### src/hw/hlb_pkg.sv
// Shared constants and types of the line coding and bus access block
package hlb_pkg;

  // ********************************************************
  // Register map (byte addresses)
  // ********************************************************
  localparam logic [3:0] ADDR_CTRL = 4'h0;   // Configuration
  localparam logic [3:0] ADDR_STATUS = 4'h4; // Line and bus state
  localparam logic [3:0] ADDR_TXDATA = 4'h8; // One byte per frame
  localparam logic [3:0] ADDR_RXDATA = 4'hc; // Last received byte

  // Field positions in the status word
  localparam int ST_BUS_IDLE = 0;
  localparam int ST_TX_BUSY = 1;
  localparam int ST_PRIO_LOW = 2;
  localparam int ST_RX_VALID = 3;
  localparam int ST_COLL = 4;
  localparam int ST_TXFULL = 5;

  // AXI responses
  localparam logic [1:0] RESP_OKAY = 2'h0;
  localparam logic [1:0] RESP_SLVERR = 2'h2;

  // ********************************************************
  // Timing and line constants
  // ********************************************************
  localparam logic [3:0] REF_PER_BIT = 4'hf;  // Last count of 16
  localparam logic [3:0] RISE_CNT = 4'h0;     // Clock rises
  localparam logic [3:0] FALL_CNT = 4'h8;     // Mid cell, falls
  localparam logic [4:0] EDGE_GAP = 5'h10;    // Interference span
  localparam logic [3:0] ADJ_LO = 4'h1;       // About 20 degrees
  localparam logic [3:0] ADJ_HI = 4'h4;       // About 112 degrees
  localparam logic [3:0] SHIFT_LO = 4'h5;     // Phase shift range
  localparam logic [3:0] SHIFT_HI = 4'ha;
  localparam logic [3:0] SHIFT_8 = 4'h8;      // 180 degrees
  localparam logic [3:0] SHIFT_7 = 4'h7;      // 157.5 degrees
  localparam logic [3:0] IDLE_ONES = 4'h8;    // Normal idle
  localparam logic [3:0] IDLE_ONES_LOW = 4'ha; // After own frame
  localparam logic [2:0] STUFF_ZEROS = 3'h7;  // One insertion
  localparam logic [3:0] BITS_PER_BYTE = 4'h8;
  localparam logic [1:0] TM_RISE = 2'h1;      // Timing mode 1
  localparam logic [1:0] TM_FALL = 2'h3;      // Timing mode 2
  localparam logic [31:0] CTRL_RESET = 32'h0000_0008;

  // ********************************************************
  // Types
  // ********************************************************
  typedef struct packed {
    logic phase_shift7;        // Shift 7 counts instead of 8
    logic rts_en;              // Request-to-send in bus mode with the divided reference clock
    logic [1:0] bus_timing_sel; // 01 or 11
    logic tx_clock_source_sel; // 1: recovered clock drives tx
    logic nrzi;                // NRZI line code
    logic bus_mode;            // Point-to-multipoint access
  } hlb_cfg_t;

  typedef enum logic [2:0] {
    TX_IDLE = 3'b001,
    TX_WAIT = 3'b010,
    TX_SEND = 3'b100
  } hlb_tx_state_t;

endpackage

### src/hw/hlb_line.sv
// Line coding, clock recovery and bus access of one serial channel
`timescale 1ns/1ps
// How it works
// Clock recovery counts sixteen references per bit
// Tx clock: divided reference or recovered clock
// Recovered clock samples mid-cell on falling edge
// Edges closer than 16 references: no correction
// Edge at 20-112 degrees: adjust one sixteenth
// Lone edge at count 5-10: shift 8 or 7
// Bus idle after eight ones, busy at zero
// Busy bus or no request: send ones
// Feedback mismatch aborts frame, retry later
// After success wait ten ones, then eight
// Timing 01: drive rising, check falling edge
// Timing 11: drive falling, check next falling
// Request-to-send lags data one clock period
// Bus mode forces NRZ; wired-OR feedback outside
// NRZI: change means zero, no change one
// Drive on rising, sample on falling edge
// Bus access independent of clock source
// Insert/delete one after seven zeros
// Mode and coding chosen; coding changes idle
module hlb_line (
  input wire logic clk,
  input wire logic rst,
  input wire logic [3:0] s_axi_awaddr,
  input wire logic s_axi_awvalid,
  output logic s_axi_awready,
  input wire logic [31:0] s_axi_wdata,
  input wire logic [3:0] s_axi_wstrb,
  input wire logic s_axi_wvalid,
  output logic s_axi_wready,
  output logic [1:0] s_axi_bresp,
  output logic s_axi_bvalid,
  input wire logic s_axi_bready,
  input wire logic [3:0] s_axi_araddr,
  input wire logic s_axi_arvalid,
  output logic s_axi_arready,
  output logic [31:0] s_axi_rdata,
  output logic [1:0] s_axi_rresp,
  output logic s_axi_rvalid,
  input wire logic s_axi_rready,
  input wire logic rxd_in,
  input wire logic collision_feedback_in,
  output logic serial_tx_out,
  output logic rts_n_out
);
  import hlb_pkg::*;

  // ********************************************************
  // Pin synchronisers
  // ********************************************************
  logic [1:0] rxd_sync_reg; // Bit 0 is read only by bit 1
  logic [1:0] fb_sync_reg;  // Same for the bus feedback
  logic rxd_s;
  logic fb_s;

  // Two flops on each pin before any logic looks at it
  always_ff @(posedge clk) begin
    if (rst) begin
      rxd_sync_reg <= 2'h3;
      fb_sync_reg <= 2'h3;
    end else begin
      rxd_sync_reg <= {rxd_sync_reg[0], rxd_in};
      fb_sync_reg <= {fb_sync_reg[0], collision_feedback_in};
    end
  end
  assign rxd_s = rxd_sync_reg[1];
  assign fb_s = fb_sync_reg[1];

  // ********************************************************
  // Register file and AXI4-Lite slave
  // ********************************************************
  hlb_cfg_t cfg_reg, cfg_next;     // Software configuration
  logic aw_have_reg, aw_have_next; // Address taken, waiting
  logic w_have_reg, w_have_next;   // Data taken, waiting
  logic [3:0] aw_reg, aw_next;
  logic [31:0] wd_reg, wd_next;
  logic awready_reg, awready_next;
  logic wready_reg, wready_next;
  logic bvalid_reg, bvalid_next;
  logic [1:0] bresp_reg, bresp_next;
  logic arready_reg, arready_next;
  logic rvalid_reg, rvalid_next;
  logic [31:0] rdata_reg, rdata_next;
  logic [1:0] rresp_reg, rresp_next;
  logic push;       // Byte enters the transmit buffer
  logic rx_read;    // Software reads the receive byte
  logic buf_ready;  // Buffer has room
  logic [31:0] status_word;
  logic rx_valid_reg;
  logic [7:0] rx_data_reg;
  logic coll_seen_reg;
  logic prio_low_reg;
  logic bus_idle;
  hlb_tx_state_t tx_st_reg;

  // Decode, write commit and read answer
  always_comb begin
    cfg_next = cfg_reg;
    aw_have_next = aw_have_reg;
    w_have_next = w_have_reg;
    aw_next = aw_reg;
    wd_next = wd_reg;
    bvalid_next = bvalid_reg;
    bresp_next = bresp_reg;
    rvalid_next = rvalid_reg;
    rdata_next = rdata_reg;
    rresp_next = rresp_reg;
    push = 1'b0;
    rx_read = 1'b0;
    // Channels taken in either order
    if (s_axi_awvalid && awready_reg) begin
      aw_have_next = 1'b1;
      aw_next = s_axi_awaddr;
    end
    if (s_axi_wvalid && wready_reg) begin
      w_have_next = 1'b1;
      wd_next = s_axi_wdata;
    end
    if (s_axi_bready && bvalid_reg) begin
      bvalid_next = 1'b0;
    end
    // A byte write waits for room: back-pressure reaches the bus
    if (aw_have_reg && w_have_reg && !bvalid_reg &&
        (aw_reg != ADDR_TXDATA || buf_ready)) begin
      aw_have_next = 1'b0;
      w_have_next = 1'b0;
      bvalid_next = 1'b1;
      bresp_next = RESP_OKAY;
      unique case (aw_reg)
        ADDR_CTRL: begin
          // coding stored here, applied when idle
          cfg_next = wd_reg[6:0];
        end
        ADDR_TXDATA: begin
          push = 1'b1;
        end
        ADDR_STATUS, ADDR_RXDATA: begin
          // Read-only, writes ignored
        end
        default: begin
          bresp_next = RESP_SLVERR;
        end
      endcase
    end
    // Readies never wait on valid; they stay low while an answer waits
    awready_next = !aw_have_next && !bvalid_next;
    wready_next = !w_have_next && !bvalid_next;
    if (s_axi_rready && rvalid_reg) begin
      rvalid_next = 1'b0;
    end
    arready_next = !rvalid_next && !(s_axi_arvalid && arready_reg);
    if (s_axi_arvalid && arready_reg) begin
      rvalid_next = 1'b1;
      rresp_next = RESP_OKAY;
      unique case (s_axi_araddr)
        ADDR_CTRL: rdata_next = {25'h0, cfg_reg};
        ADDR_STATUS: rdata_next = status_word;
        ADDR_RXDATA: begin
          rdata_next = {23'h0, rx_valid_reg, rx_data_reg};
          rx_read = 1'b1;
        end
        default: begin
          rdata_next = 32'h0;
          rresp_next = (s_axi_araddr == ADDR_TXDATA) ?
                       RESP_OKAY : RESP_SLVERR;
        end
      endcase
    end
  end

  assign status_word = {26'h0, !buf_ready, coll_seen_reg,
                        rx_valid_reg, prio_low_reg,
                        tx_st_reg != TX_IDLE, bus_idle};

  // Bus slave registers
  always_ff @(posedge clk) begin
    if (rst) begin
      cfg_reg <= CTRL_RESET[6:0];
      aw_have_reg <= 1'b0;
      w_have_reg <= 1'b0;
      aw_reg <= 4'h0;
      wd_reg <= 32'h0;
      awready_reg <= 1'b0;
      wready_reg <= 1'b0;
      bvalid_reg <= 1'b0;
      bresp_reg <= RESP_OKAY;
      arready_reg <= 1'b0;
      rvalid_reg <= 1'b0;
      rdata_reg <= 32'h0;
      rresp_reg <= RESP_OKAY;
    end else begin
      cfg_reg <= cfg_next;
      aw_have_reg <= aw_have_next;
      w_have_reg <= w_have_next;
      aw_reg <= aw_next;
      wd_reg <= wd_next;
      awready_reg <= awready_next;
      wready_reg <= wready_next;
      bvalid_reg <= bvalid_next;
      bresp_reg <= bresp_next;
      arready_reg <= arready_next;
      rvalid_reg <= rvalid_next;
      rdata_reg <= rdata_next;
      rresp_reg <= rresp_next;
    end
  end
  assign s_axi_awready = awready_reg;
  assign s_axi_wready = wready_reg;
  assign s_axi_bvalid = bvalid_reg;
  assign s_axi_bresp = bresp_reg;
  assign s_axi_arready = arready_reg;
  assign s_axi_rvalid = rvalid_reg;
  assign s_axi_rdata = rdata_reg;
  assign s_axi_rresp = rresp_reg;

  // ********************************************************
  // Two-entry transmit buffer
  // ********************************************************
  logic [7:0] buf_mem [0:1];
  logic [1:0] buf_cnt_reg, buf_cnt_next;
  logic buf_rd_reg, buf_rd_next;
  logic buf_wr_reg, buf_wr_next;
  logic pop;        // Frame sent cleanly, retire the byte
  logic buf_valid;

  assign buf_ready = buf_cnt_reg != 2'h2;
  assign buf_valid = buf_cnt_reg != 2'h0;

  // Pointer and fill level; head stays until sent without loss
  always_comb begin
    buf_wr_next = buf_wr_reg ^ push;
    buf_rd_next = buf_rd_reg ^ pop;
    buf_cnt_next = buf_cnt_reg + {1'b0, push} - {1'b0, pop};
  end

  always_ff @(posedge clk) begin
    if (rst) begin
      buf_cnt_reg <= 2'h0;
      buf_rd_reg <= 1'b0;
      buf_wr_reg <= 1'b0;
    end else begin
      buf_cnt_reg <= buf_cnt_next;
      buf_rd_reg <= buf_rd_next;
      buf_wr_reg <= buf_wr_next;
    end
    if (push) begin
      buf_mem[buf_wr_reg] <= wd_reg[7:0];
    end
  end

  // ********************************************************
  // Clock recovery and transmit clock
  // ********************************************************
  logic [3:0] dpll_reg, dpll_next;  // Phase within the bit
  logic [3:0] div_reg, div_next;    // Free reference divider
  logic [4:0] age_reg, age_next;    // References since last edge
  logic rxd_prev_reg;
  logic rx_edge;
  logic tx_rise;
  logic tx_fall;
  logic rx_fall;

  assign rx_edge = rxd_s != rxd_prev_reg;

  // Phase correction of the receive counter
  always_comb begin
    // one reference per clk, sixteen per bit
    dpll_next = dpll_reg + 4'h1;
    age_next = (age_reg == EDGE_GAP) ? age_reg : age_reg + 5'h1;
    div_next = div_reg + 4'h1;
    if (rx_edge) begin
      // Count from one, so an edge one bit later sees a full gap
      age_next = 5'h1;
      // close edges are interference
      if (age_reg >= EDGE_GAP) begin
        // late edge: retard, early edge: advance
        if (dpll_reg >= ADJ_LO && dpll_reg <= ADJ_HI) begin
          dpll_next = dpll_reg;
        end else if (dpll_reg > SHIFT_HI) begin
          dpll_next = dpll_reg + 4'h2;
        // lone edge mid cell: large phase shift
        end else if (dpll_reg >= SHIFT_LO) begin
          dpll_next = dpll_reg + 4'h1 +
                      (cfg_reg.phase_shift7 ? SHIFT_7 : SHIFT_8);
        end
      end
    end
  end

  always_ff @(posedge clk) begin
    if (rst) begin
      dpll_reg <= 4'h0;
      div_reg <= 4'h0;
      age_reg <= EDGE_GAP;
      rxd_prev_reg <= 1'b1;
    end else begin
      dpll_reg <= dpll_next;
      div_reg <= div_next;
      age_reg <= age_next;
      rxd_prev_reg <= rxd_s;
    end
  end

  // receive sample at the falling recovered edge
  assign rx_fall = dpll_reg == FALL_CNT;
  // tx clock: recovered when set, else reference / 16
  assign tx_rise = cfg_reg.tx_clock_source_sel ?
                   dpll_reg == RISE_CNT : div_reg == RISE_CNT;
  assign tx_fall = cfg_reg.tx_clock_source_sel ?
                   dpll_reg == FALL_CNT : div_reg == FALL_CNT;

  // ********************************************************
  // Transmitter and bus access
  // ********************************************************
  hlb_tx_state_t tx_st_next;
  logic line_reg, line_next;       // Level on the tx pin
  logic nrzi_reg, nrzi_next;       // Coding in force
  logic [3:0] idx_reg, idx_next;   // Next data bit
  logic [2:0] zrun_reg, zrun_next; // Zeros sent in a row
  logic [3:0] ones_reg, ones_next; // Ones seen on the bus
  logic exp_reg, exp_next;         // Level awaiting check
  logic pend_reg, pend_next;       // A check is due
  logic prio_low_next;
  logic coll_seen_next;
  logic sent_reg, sent_next;       // Bit went out in a frame
  logic rts_n_reg, rts_n_next;
  logic drive_tick;
  logic data_bit;
  logic bit_out;
  logic collide;

  // drive edge chosen by timing mode
  assign drive_tick = (cfg_reg.bus_mode &&
                       cfg_reg.bus_timing_sel == TM_FALL) ?
                      tx_fall : tx_rise;
  // bus logic uses only these ticks, any clock source
  assign bus_idle = ones_reg >= (prio_low_reg ? IDLE_ONES_LOW
                                              : IDLE_ONES);
  assign data_bit = buf_mem[buf_rd_reg][idx_reg[2:0]];
  // checked at the falling edge after driving
  assign collide = cfg_reg.bus_mode && pend_reg && tx_fall &&
                   fb_s != exp_reg;

  // Frame sequencing, collision abort and line coding
  always_comb begin
    tx_st_next = tx_st_reg;
    line_next = line_reg;
    nrzi_next = nrzi_reg;
    idx_next = idx_reg;
    zrun_next = zrun_reg;
    ones_next = ones_reg;
    exp_next = exp_reg;
    pend_next = pend_reg && !tx_fall;
    prio_low_next = prio_low_reg;
    coll_seen_next = coll_seen_reg;
    sent_next = sent_reg;
    rts_n_next = rts_n_reg;
    pop = 1'b0;
    bit_out = 1'b1;
    // count ones on the bus, first zero means busy
    if (tx_fall) begin
      ones_next = !fb_s ? 4'h0 :
                  (ones_reg == 4'hf) ? ones_reg : ones_reg + 4'h1;
    end
    unique case (tx_st_reg)
      TX_IDLE: begin
        // coding switched only here, NRZ on a bus
        nrzi_next = cfg_reg.nrzi && !cfg_reg.bus_mode;
        if (buf_valid) begin
          tx_st_next = TX_WAIT;
        end
      end
      TX_WAIT: begin
        // own frame done: ten ones needed, else eight
        if (drive_tick && (!cfg_reg.bus_mode || bus_idle)) begin
          tx_st_next = TX_SEND;
          prio_low_next = 1'b0;
          idx_next = 4'h0;
          zrun_next = 3'h0;
        end
      end
      TX_SEND: begin
        if (collide) begin
          // abort now, ones follow, retry when idle
          tx_st_next = TX_WAIT;
          coll_seen_next = 1'b1;
          line_next = 1'b1;
          pend_next = 1'b0;
        end else if (drive_tick) begin
          // one after seven zeros keeps edges coming
          if (cfg_reg.bus_mode && zrun_reg == STUFF_ZEROS) begin
            bit_out = 1'b1;
            zrun_next = 3'h0;
          end else if (idx_reg == BITS_PER_BYTE) begin
            tx_st_next = TX_IDLE;
            pop = 1'b1;
            prio_low_next = cfg_reg.bus_mode;
          end else begin
            bit_out = data_bit;
            idx_next = idx_reg + 4'h1;
            zrun_next = data_bit ? 3'h0 : zrun_reg + 3'h1;
          end
          if (tx_st_next == TX_SEND) begin
            // NRZI toggles for a zero
            line_next = nrzi_reg ? line_reg ^ !bit_out : bit_out;
            exp_next = line_next;
            pend_next = 1'b1;
          end else begin
            line_next = 1'b1;
          end
        end
      end
      default: begin
        tx_st_next = TX_IDLE;
      end
    endcase
    // outside a frame the line is held at one
    if (tx_st_next != TX_SEND && tx_st_reg != TX_SEND) begin
      line_next = 1'b1;
    end
    // request-to-send one period behind the data
    if (drive_tick) begin
      // The opening tick sends no bit, so it marks nothing
      sent_next = tx_st_reg == TX_SEND && tx_st_next == TX_SEND &&
                  !collide;
      rts_n_next = !(sent_reg && cfg_reg.rts_en &&
                     cfg_reg.bus_mode &&
                     !cfg_reg.tx_clock_source_sel);
    end
    if (collide) begin
      sent_next = 1'b0;
    end
    // Clear on status read; a new collision wins
    if (s_axi_arvalid && arready_reg &&
        s_axi_araddr == ADDR_STATUS && !collide) begin
      coll_seen_next = 1'b0;
    end
  end

  always_ff @(posedge clk) begin
    if (rst) begin
      tx_st_reg <= TX_IDLE;
      line_reg <= 1'b1;
      nrzi_reg <= 1'b0;
      idx_reg <= 4'h0;
      zrun_reg <= 3'h0;
      ones_reg <= 4'h0;
      exp_reg <= 1'b1;
      pend_reg <= 1'b0;
      prio_low_reg <= 1'b0;
      coll_seen_reg <= 1'b0;
      sent_reg <= 1'b0;
      rts_n_reg <= 1'b1;
    end else begin
      tx_st_reg <= tx_st_next;
      line_reg <= line_next;
      nrzi_reg <= nrzi_next;
      idx_reg <= idx_next;
      zrun_reg <= zrun_next;
      ones_reg <= ones_next;
      exp_reg <= exp_next;
      pend_reg <= pend_next;
      prio_low_reg <= prio_low_next;
      coll_seen_reg <= coll_seen_next;
      sent_reg <= sent_next;
      rts_n_reg <= rts_n_next;
    end
  end
  assign serial_tx_out = line_reg;
  assign rts_n_out = rts_n_reg;

  // ********************************************************
  // Receiver: decode and one deletion
  // ********************************************************
  logic lvl_reg, lvl_next;         // Previous sampled level
  logic [7:0] sh_reg, sh_next;
  logic [3:0] rcnt_reg, rcnt_next;
  logic [2:0] rz_reg, rz_next;     // Zeros received in a row
  logic [7:0] rx_data_next;
  logic rx_valid_next;
  logic rbit;

  // NRZI decode: unchanged level is a one
  assign rbit = nrzi_reg ? rxd_s == lvl_reg : rxd_s;

  always_comb begin
    lvl_next = lvl_reg;
    sh_next = sh_reg;
    rcnt_next = rcnt_reg;
    rz_next = rz_reg;
    rx_data_next = rx_data_reg;
    rx_valid_next = rx_valid_reg && !rx_read;
    if (rx_fall) begin
      lvl_next = rxd_s;
      // drop the inserted one after seven zeros
      if (cfg_reg.bus_mode && rz_reg == STUFF_ZEROS && rbit) begin
        rz_next = 3'h0;
      end else begin
        rz_next = rbit ? 3'h0 : rz_reg + 3'h1;
        sh_next = {rbit, sh_reg[7:1]};
        rcnt_next = rcnt_reg + 4'h1;
        if (rcnt_reg == BITS_PER_BYTE - 4'h1) begin
          rcnt_next = 4'h0;
          rx_data_next = {rbit, sh_reg[7:1]};
          // Set wins over the read that clears it
          rx_valid_next = 1'b1;
        end
      end
    end
  end

  always_ff @(posedge clk) begin
    if (rst) begin
      lvl_reg <= 1'b1;
      sh_reg <= 8'h0;
      rcnt_reg <= 4'h0;
      rz_reg <= 3'h0;
      rx_data_reg <= 8'h0;
      rx_valid_reg <= 1'b0;
    end else begin
      lvl_reg <= lvl_next;
      sh_reg <= sh_next;
      rcnt_reg <= rcnt_next;
      rz_reg <= rz_next;
      rx_data_reg <= rx_data_next;
      rx_valid_reg <= rx_valid_next;
    end
  end

endmodule

### config.mk
export PLATFORM = sky130hd
export DESIGN_NAME = hlb_line
export DESIGN_NICKNAME = d
export VERILOG_FILES = /design/src/hw/hlb_pkg.sv /design/src/hw/hlb_line.sv
export SDC_FILE = /design/constraint.sdc
export NUM_CORES = 1
export LEC_CHECK = 0
export ABC_AREA = 1
export BUFFER_PORTS_ARGS = -buffer_cell sky130_fd_sc_hd__buf_4
export CORE_MARGIN = 10
export CORE_UTILIZATION = 26
export CTS_CLUSTER_SIZE = 8
export DETAILED_ROUTE_END_ITERATION = 10
export GPL_TIMING_DRIVEN = 0
export PLACE_DENSITY = 0.44
export SKIP_CTS_REPAIR_TIMING = 1
export SLEW_MARGIN = 15
export SYNTH_ARGS = -nofsm -noshare
export SYNTH_HDL_FRONTEND = slang
export SYNTH_SLANG_ARGS = --single-unit
### constraint.sdc
create_clock -name clk -period 6.72 [get_ports clk]
set_input_delay 1.344 -clock clk [delete_from_list [all_inputs] [get_ports clk]]
set_output_delay 1.344 -clock clk [all_outputs]
set_load 0.01 [all_outputs]
Word-level counts from Yosys, hierarchy flattened
Memories as Yosys holds them, arrays and structs flattened. A register that Yosys moved wholly into a read port is not among the register bits.
Index checks and enable logic that the tools add are counted.
Storage, ports and cells
  flip-flop bits (word level): 131
  memory bits (writable): 16
  bits of input ports: 53
  output and inout port bits: 43
  logic and storage cells: 268
  memories: 1
Cells by class
  add/sub/neg operators: 12
  magnitude comparators: 7
  eq/ne operators: 38
  muxes and demuxes: 89
  bitwise logic cells: 5
  reductions and logical operators: 70
Memory list
  buf_mem: depth 2, bits a word 8, rd ports 1, clocked after Yosys merged registers in 1, write ports 1, RTL line hlb_line.sv:221  | logic [7:0] buf_mem [0:1];
Operators by type and width (number)
  $mux W4: 14
  $mux W3: 17
  $mux W1: 46
  $eq A4 B4 Y1 const B: 8
  $logic_and A1 B1 Y1: 31
  $pmux W9 S3: 1
  $add A4 B1 Y4 const B: 5
  $ne A2 B2 Y1 const B: 9
  $logic_not A4 Y1: 4
  $eq A3 B3 Y1 const B: 5
  $logic_not A1 Y1: 14
  $eq A4 B3 Y1 const B: 3
  $ne A3 B3 Y1 const B: 4
  $reduce_and A6 Y1: 2
  $mux W5: 2
  $reduce_and A2 Y1: 5
  $pmux W3 S3: 1
  $mux W2: 4
  $pmux W4 S2: 1
  $reduce_or A2 Y1: 4
  $add A3 B1 Y3 const B: 2
  $pmux W3 S2: 1
  $reduce_bool A2 Y1: 3
  $add A5 B1 Y5 const B: 1
  other kinds (29): 34

Logic depth before layout (Yosys ltp)
  depth in word-level cells: 13
  gate-level depth with buffers: 14
  gate-level depth less buffers: 14

Worst setup path after synthesis
No wires, ideal clock.
  path kind: input to register
  start: input port s_axi_araddr[1]
  end: register rdata_reg[1] (netlist: s_axi_rdata[1])
  setup time: 0.070 ns
  arrival time: 2.300 ns
  required time: 6.650 ns
  setup slack: 4.350 ns
  cell stages on the path: 7
  buffers on the path: 0
  cell sequence: nor2_1 -> inv_1 -> nor3_1 -> nand2_1 -> o21ai_0 -> o21ai_0 -> a21oi_1
Between the ends
  word-level cells in the longest chain between the ends: 2
  elaborated cells on any way between the ends: 4
  classes of those cells: eq/ne (2); mux (1); reduce/logical (1)
RTL lines
  start, declared: RTL line hlb_line.sv:36  | input wire logic [3:0] s_axi_araddr,
  $eq A4 B4 Y1, or another cell as far along: RTL line hlb_line.sv:157  | unique case (s_axi_araddr)
  $pmux W9 S3 (*): RTL line hlb_line.sv:157
  end signal, assigned: RTL line hlb_line.sv:205  | rdata_reg <= rdata_next;
  end, declared: RTL line hlb_line.sv:85  | logic [31:0] rdata_reg, rdata_next;
Every way passes the cells marked *; elsewhere a longest branch is shown, timed or not.
A chain may end at the register's enable or synchronous reset.

Worst setup path after layout
  start: input port s_axi_araddr[1]
  end: register rdata_reg[0] (netlist: s_axi_rdata[0])
The elaborated chain is that of the path after synthesis.

==> out/summary.txt <==
Largest register FFs -> 16
P_leak -> 3.14 nW
Clk Latency, worst-skew pair -> 420 ps
Initial Util -> 26.5%
clk_skew -> 8.95 ps
vias in the first global route -> 4674
CTS Sinks -> 121
total number of vias -> 4834
R2R Setup Slk -> 4170 ps
Slew headroom -> 39.4%
fillcell total -> 2378
Die ar. -> 28700 µm²
Total GRT Usage -> 10.9%
CP Class -> input pin to register
Clk pwr share -> 49.2%
top_reg_cell synth -> dfxtp_1
Post-Syn Instances -> 750
Max Transition Viols Final -> 0
Syn. warnings -> 0
Post-synth EDFFs -> 16
Synth area leaders -> dfxtp_1 36%, nand2_1 8.9%, edfxtp_1 8.3%
Switching Share -> 24.4%
boundary pin count -> 96
Post-route DRC -> 0
Fin Setup TNS -> 0 ps
async set-reset flop share out of synthesis -> 0%
crit start category -> input pin
Worst-Margin Slew -> 901 ps
internal power -> 0.00145 W
wirelength, routed -> 15500 µm
final hold slack -> 420 ps
post-synth top area cell -> dfxtp_1
HP Class -> register to register
most flop-heavy register -> buf_mem
Final period util -> 38.5%
die width -> 169 µm
Final Hold Vio Count -> 0
clk root buf -> clkbuf_16
vias per inst -> 4.29
total power -> 0.00192 W
register area share after synthesis -> 44.5%
Max Cap Violations -> 0
Post-Place Cells -> 1096
Clock transition at path regs -> 60 ps
Inserted Clock Buffers -> 17
Placer Congestion -> 0.785
critical path arrival -> 2930 ps
share of cells above drive strength 1 -> 16.2%
post-route insts no fill -> 1127
CP Data Required Time -> 7060 ps
P_sw -> 0.000470 W
mean post-synth cell area -> 7.74 µm²
Inserted Diodes -> 0
Die H -> 169 µm
combinational power share -> 9.7%
DRT Pass-1 Iters -> 4
f_max -> 0.387 GHz
IO buf count -> 42
Yosys reg bits -> 121
count of final setup violators -> 0
H-tree levels -> 4
Final min period -> 2590 ps
worst-case clock buffer depth -> 2
global-route wire length before repair -> 24700 µm
Area Overhead vs Synth -> 23.5%
initial antenna violation count -> 0
largest net degree at the start of global routing -> 17
fin nets -> 915
grt ovf -> 0
Post-Synthesis Cell Area -> 5810 µm²
Max IR drop VDD -> 0.122 mV
Site Rows -> 54
CP endpoint kind -> register
Synth cell types -> 39
CP Max Fanout -> 7
total core area -> 21900 µm²
hpwl dp -> 11600 µm
status -> finished, final reports clean
Post-DRT Antenna Nets -> 0
RSZ-0062 raised after global routing -> no
Seq pwr share -> 41.1%
1st-iter DRT viols -> 243
post-synth top area share -> 36.2%
Final Util -> 32.8%
TritonCTS clock tree -> done
DR WL/cell -> 13.7 µm
Pwr per Cell Area -> 268 nW/µm²
==> cells in the mapped netlist, types with 2 or more instances <==
cell,n
o21ai_0,53
inv_1,85
nor3_1,7
nand3_2,3
o21ai_1,3
o22ai_1,2
a31oi_1,4
nand2_2,6
buf_2,3
a211oi_1,3
ha_1,26
buf_4,27
nand3_1,43
o211ai_1,6
o21ai_2,6
xor2_1,7
nand2_4,2
or2_2,4
xnor2_1,5
nand4_1,6
edfxtp_1,16
nor2_2,2
nand2_1,138
nor2_1,98
dfxtp_1,105
nor3_4,2
nand3b_2,2
inv_2,6
clkbuf_1,9
a21oi_1,62
==> final cells by class <==
cell class	count	area (µm²)	area share, %
plain buffers	41	267	3.72
clock buffers	24	492	6.86
clock inverters	7	116	1.62
inverters	92	345	4.82
multi-input cells	520	2700	37.7
flip-flops and latches	121	2580	36.0
well taps	280	350	4.89
repair buffers	42	315	4.40
==> metal layers <==
layer	up-vias	share of wire, %	track usage (%)
met4	0	1.2	4.09
met2	77	45	16.9
met1	2185	50	14.2
li1	2560	-	-
met3	12	3.8	2.89
met5	-	0	0
==> worst max-delay path, stage by stage <==
cell      delay (ps)
buf_4            120
nor2_1           180
inv_1             80
nor3_1           700
nand2_1          120
o211ai_1         140
nand2_1          110
a21oi_1          140
==> layout by cell type (no fill, tap or decap), types with 12 or more instances in the layout <==
cell       count
conb_1        25
clkbuf_1      12
buf_4         69
o21ai_0       53
edfxtp_1      16
a21oi_1       62
inv_1         85
nand2_1      138
clkbuf_16     17
dfxtp_1      105
nand3_1       43
ha_1          26
nor2_1        98
==> through the flow <==
step	instance area, µm²	setup slack, ps
finish	7170	4130
global route	7170	3830
CTS	7170	4150
detailed placement	6560	3770
global placement	6560	3770
floorplan	5900	4350
==> power by group through the flow <==
stage	clock network (W)	logic, W	registers [W]
6_report	0.000947	0.000187	0.000790
5_1_grt	0.000995	0.000215	0.000794
4_1_cts	0.000965	0.000188	0.000790
3_5_place_dp	0	0.000187	0.000805
3_3_place_gp	0	0.000186	0.000805
2_1_floorplan	0	0.000133	0.000798
==> logic make-up after synthesis <==
family	after synthesis	share of synthesized area, %
buf+inv	133	10.5
flops	121	44.5
other cells	1	0.0646
simple gates	316	24.2
compound gates	140	13.0
fa+ha+maj	27	5.95
xor+xnor	12	1.81
==> final timing paths <==
check	from	end	depth (start not counted)
worst max-delay path	s_axi_araddr[1]	s_axi_rdata[0]	8
worst min-delay path	rxd_sync_reg[0]	rxd_sync_reg[1]	1
worst max register to register	dpll_reg[0]	buf_cnt_reg[1]	13
worst min register to register	rxd_sync_reg[0]	rxd_sync_reg[1]	1
(Power assumes the default switching activity.)
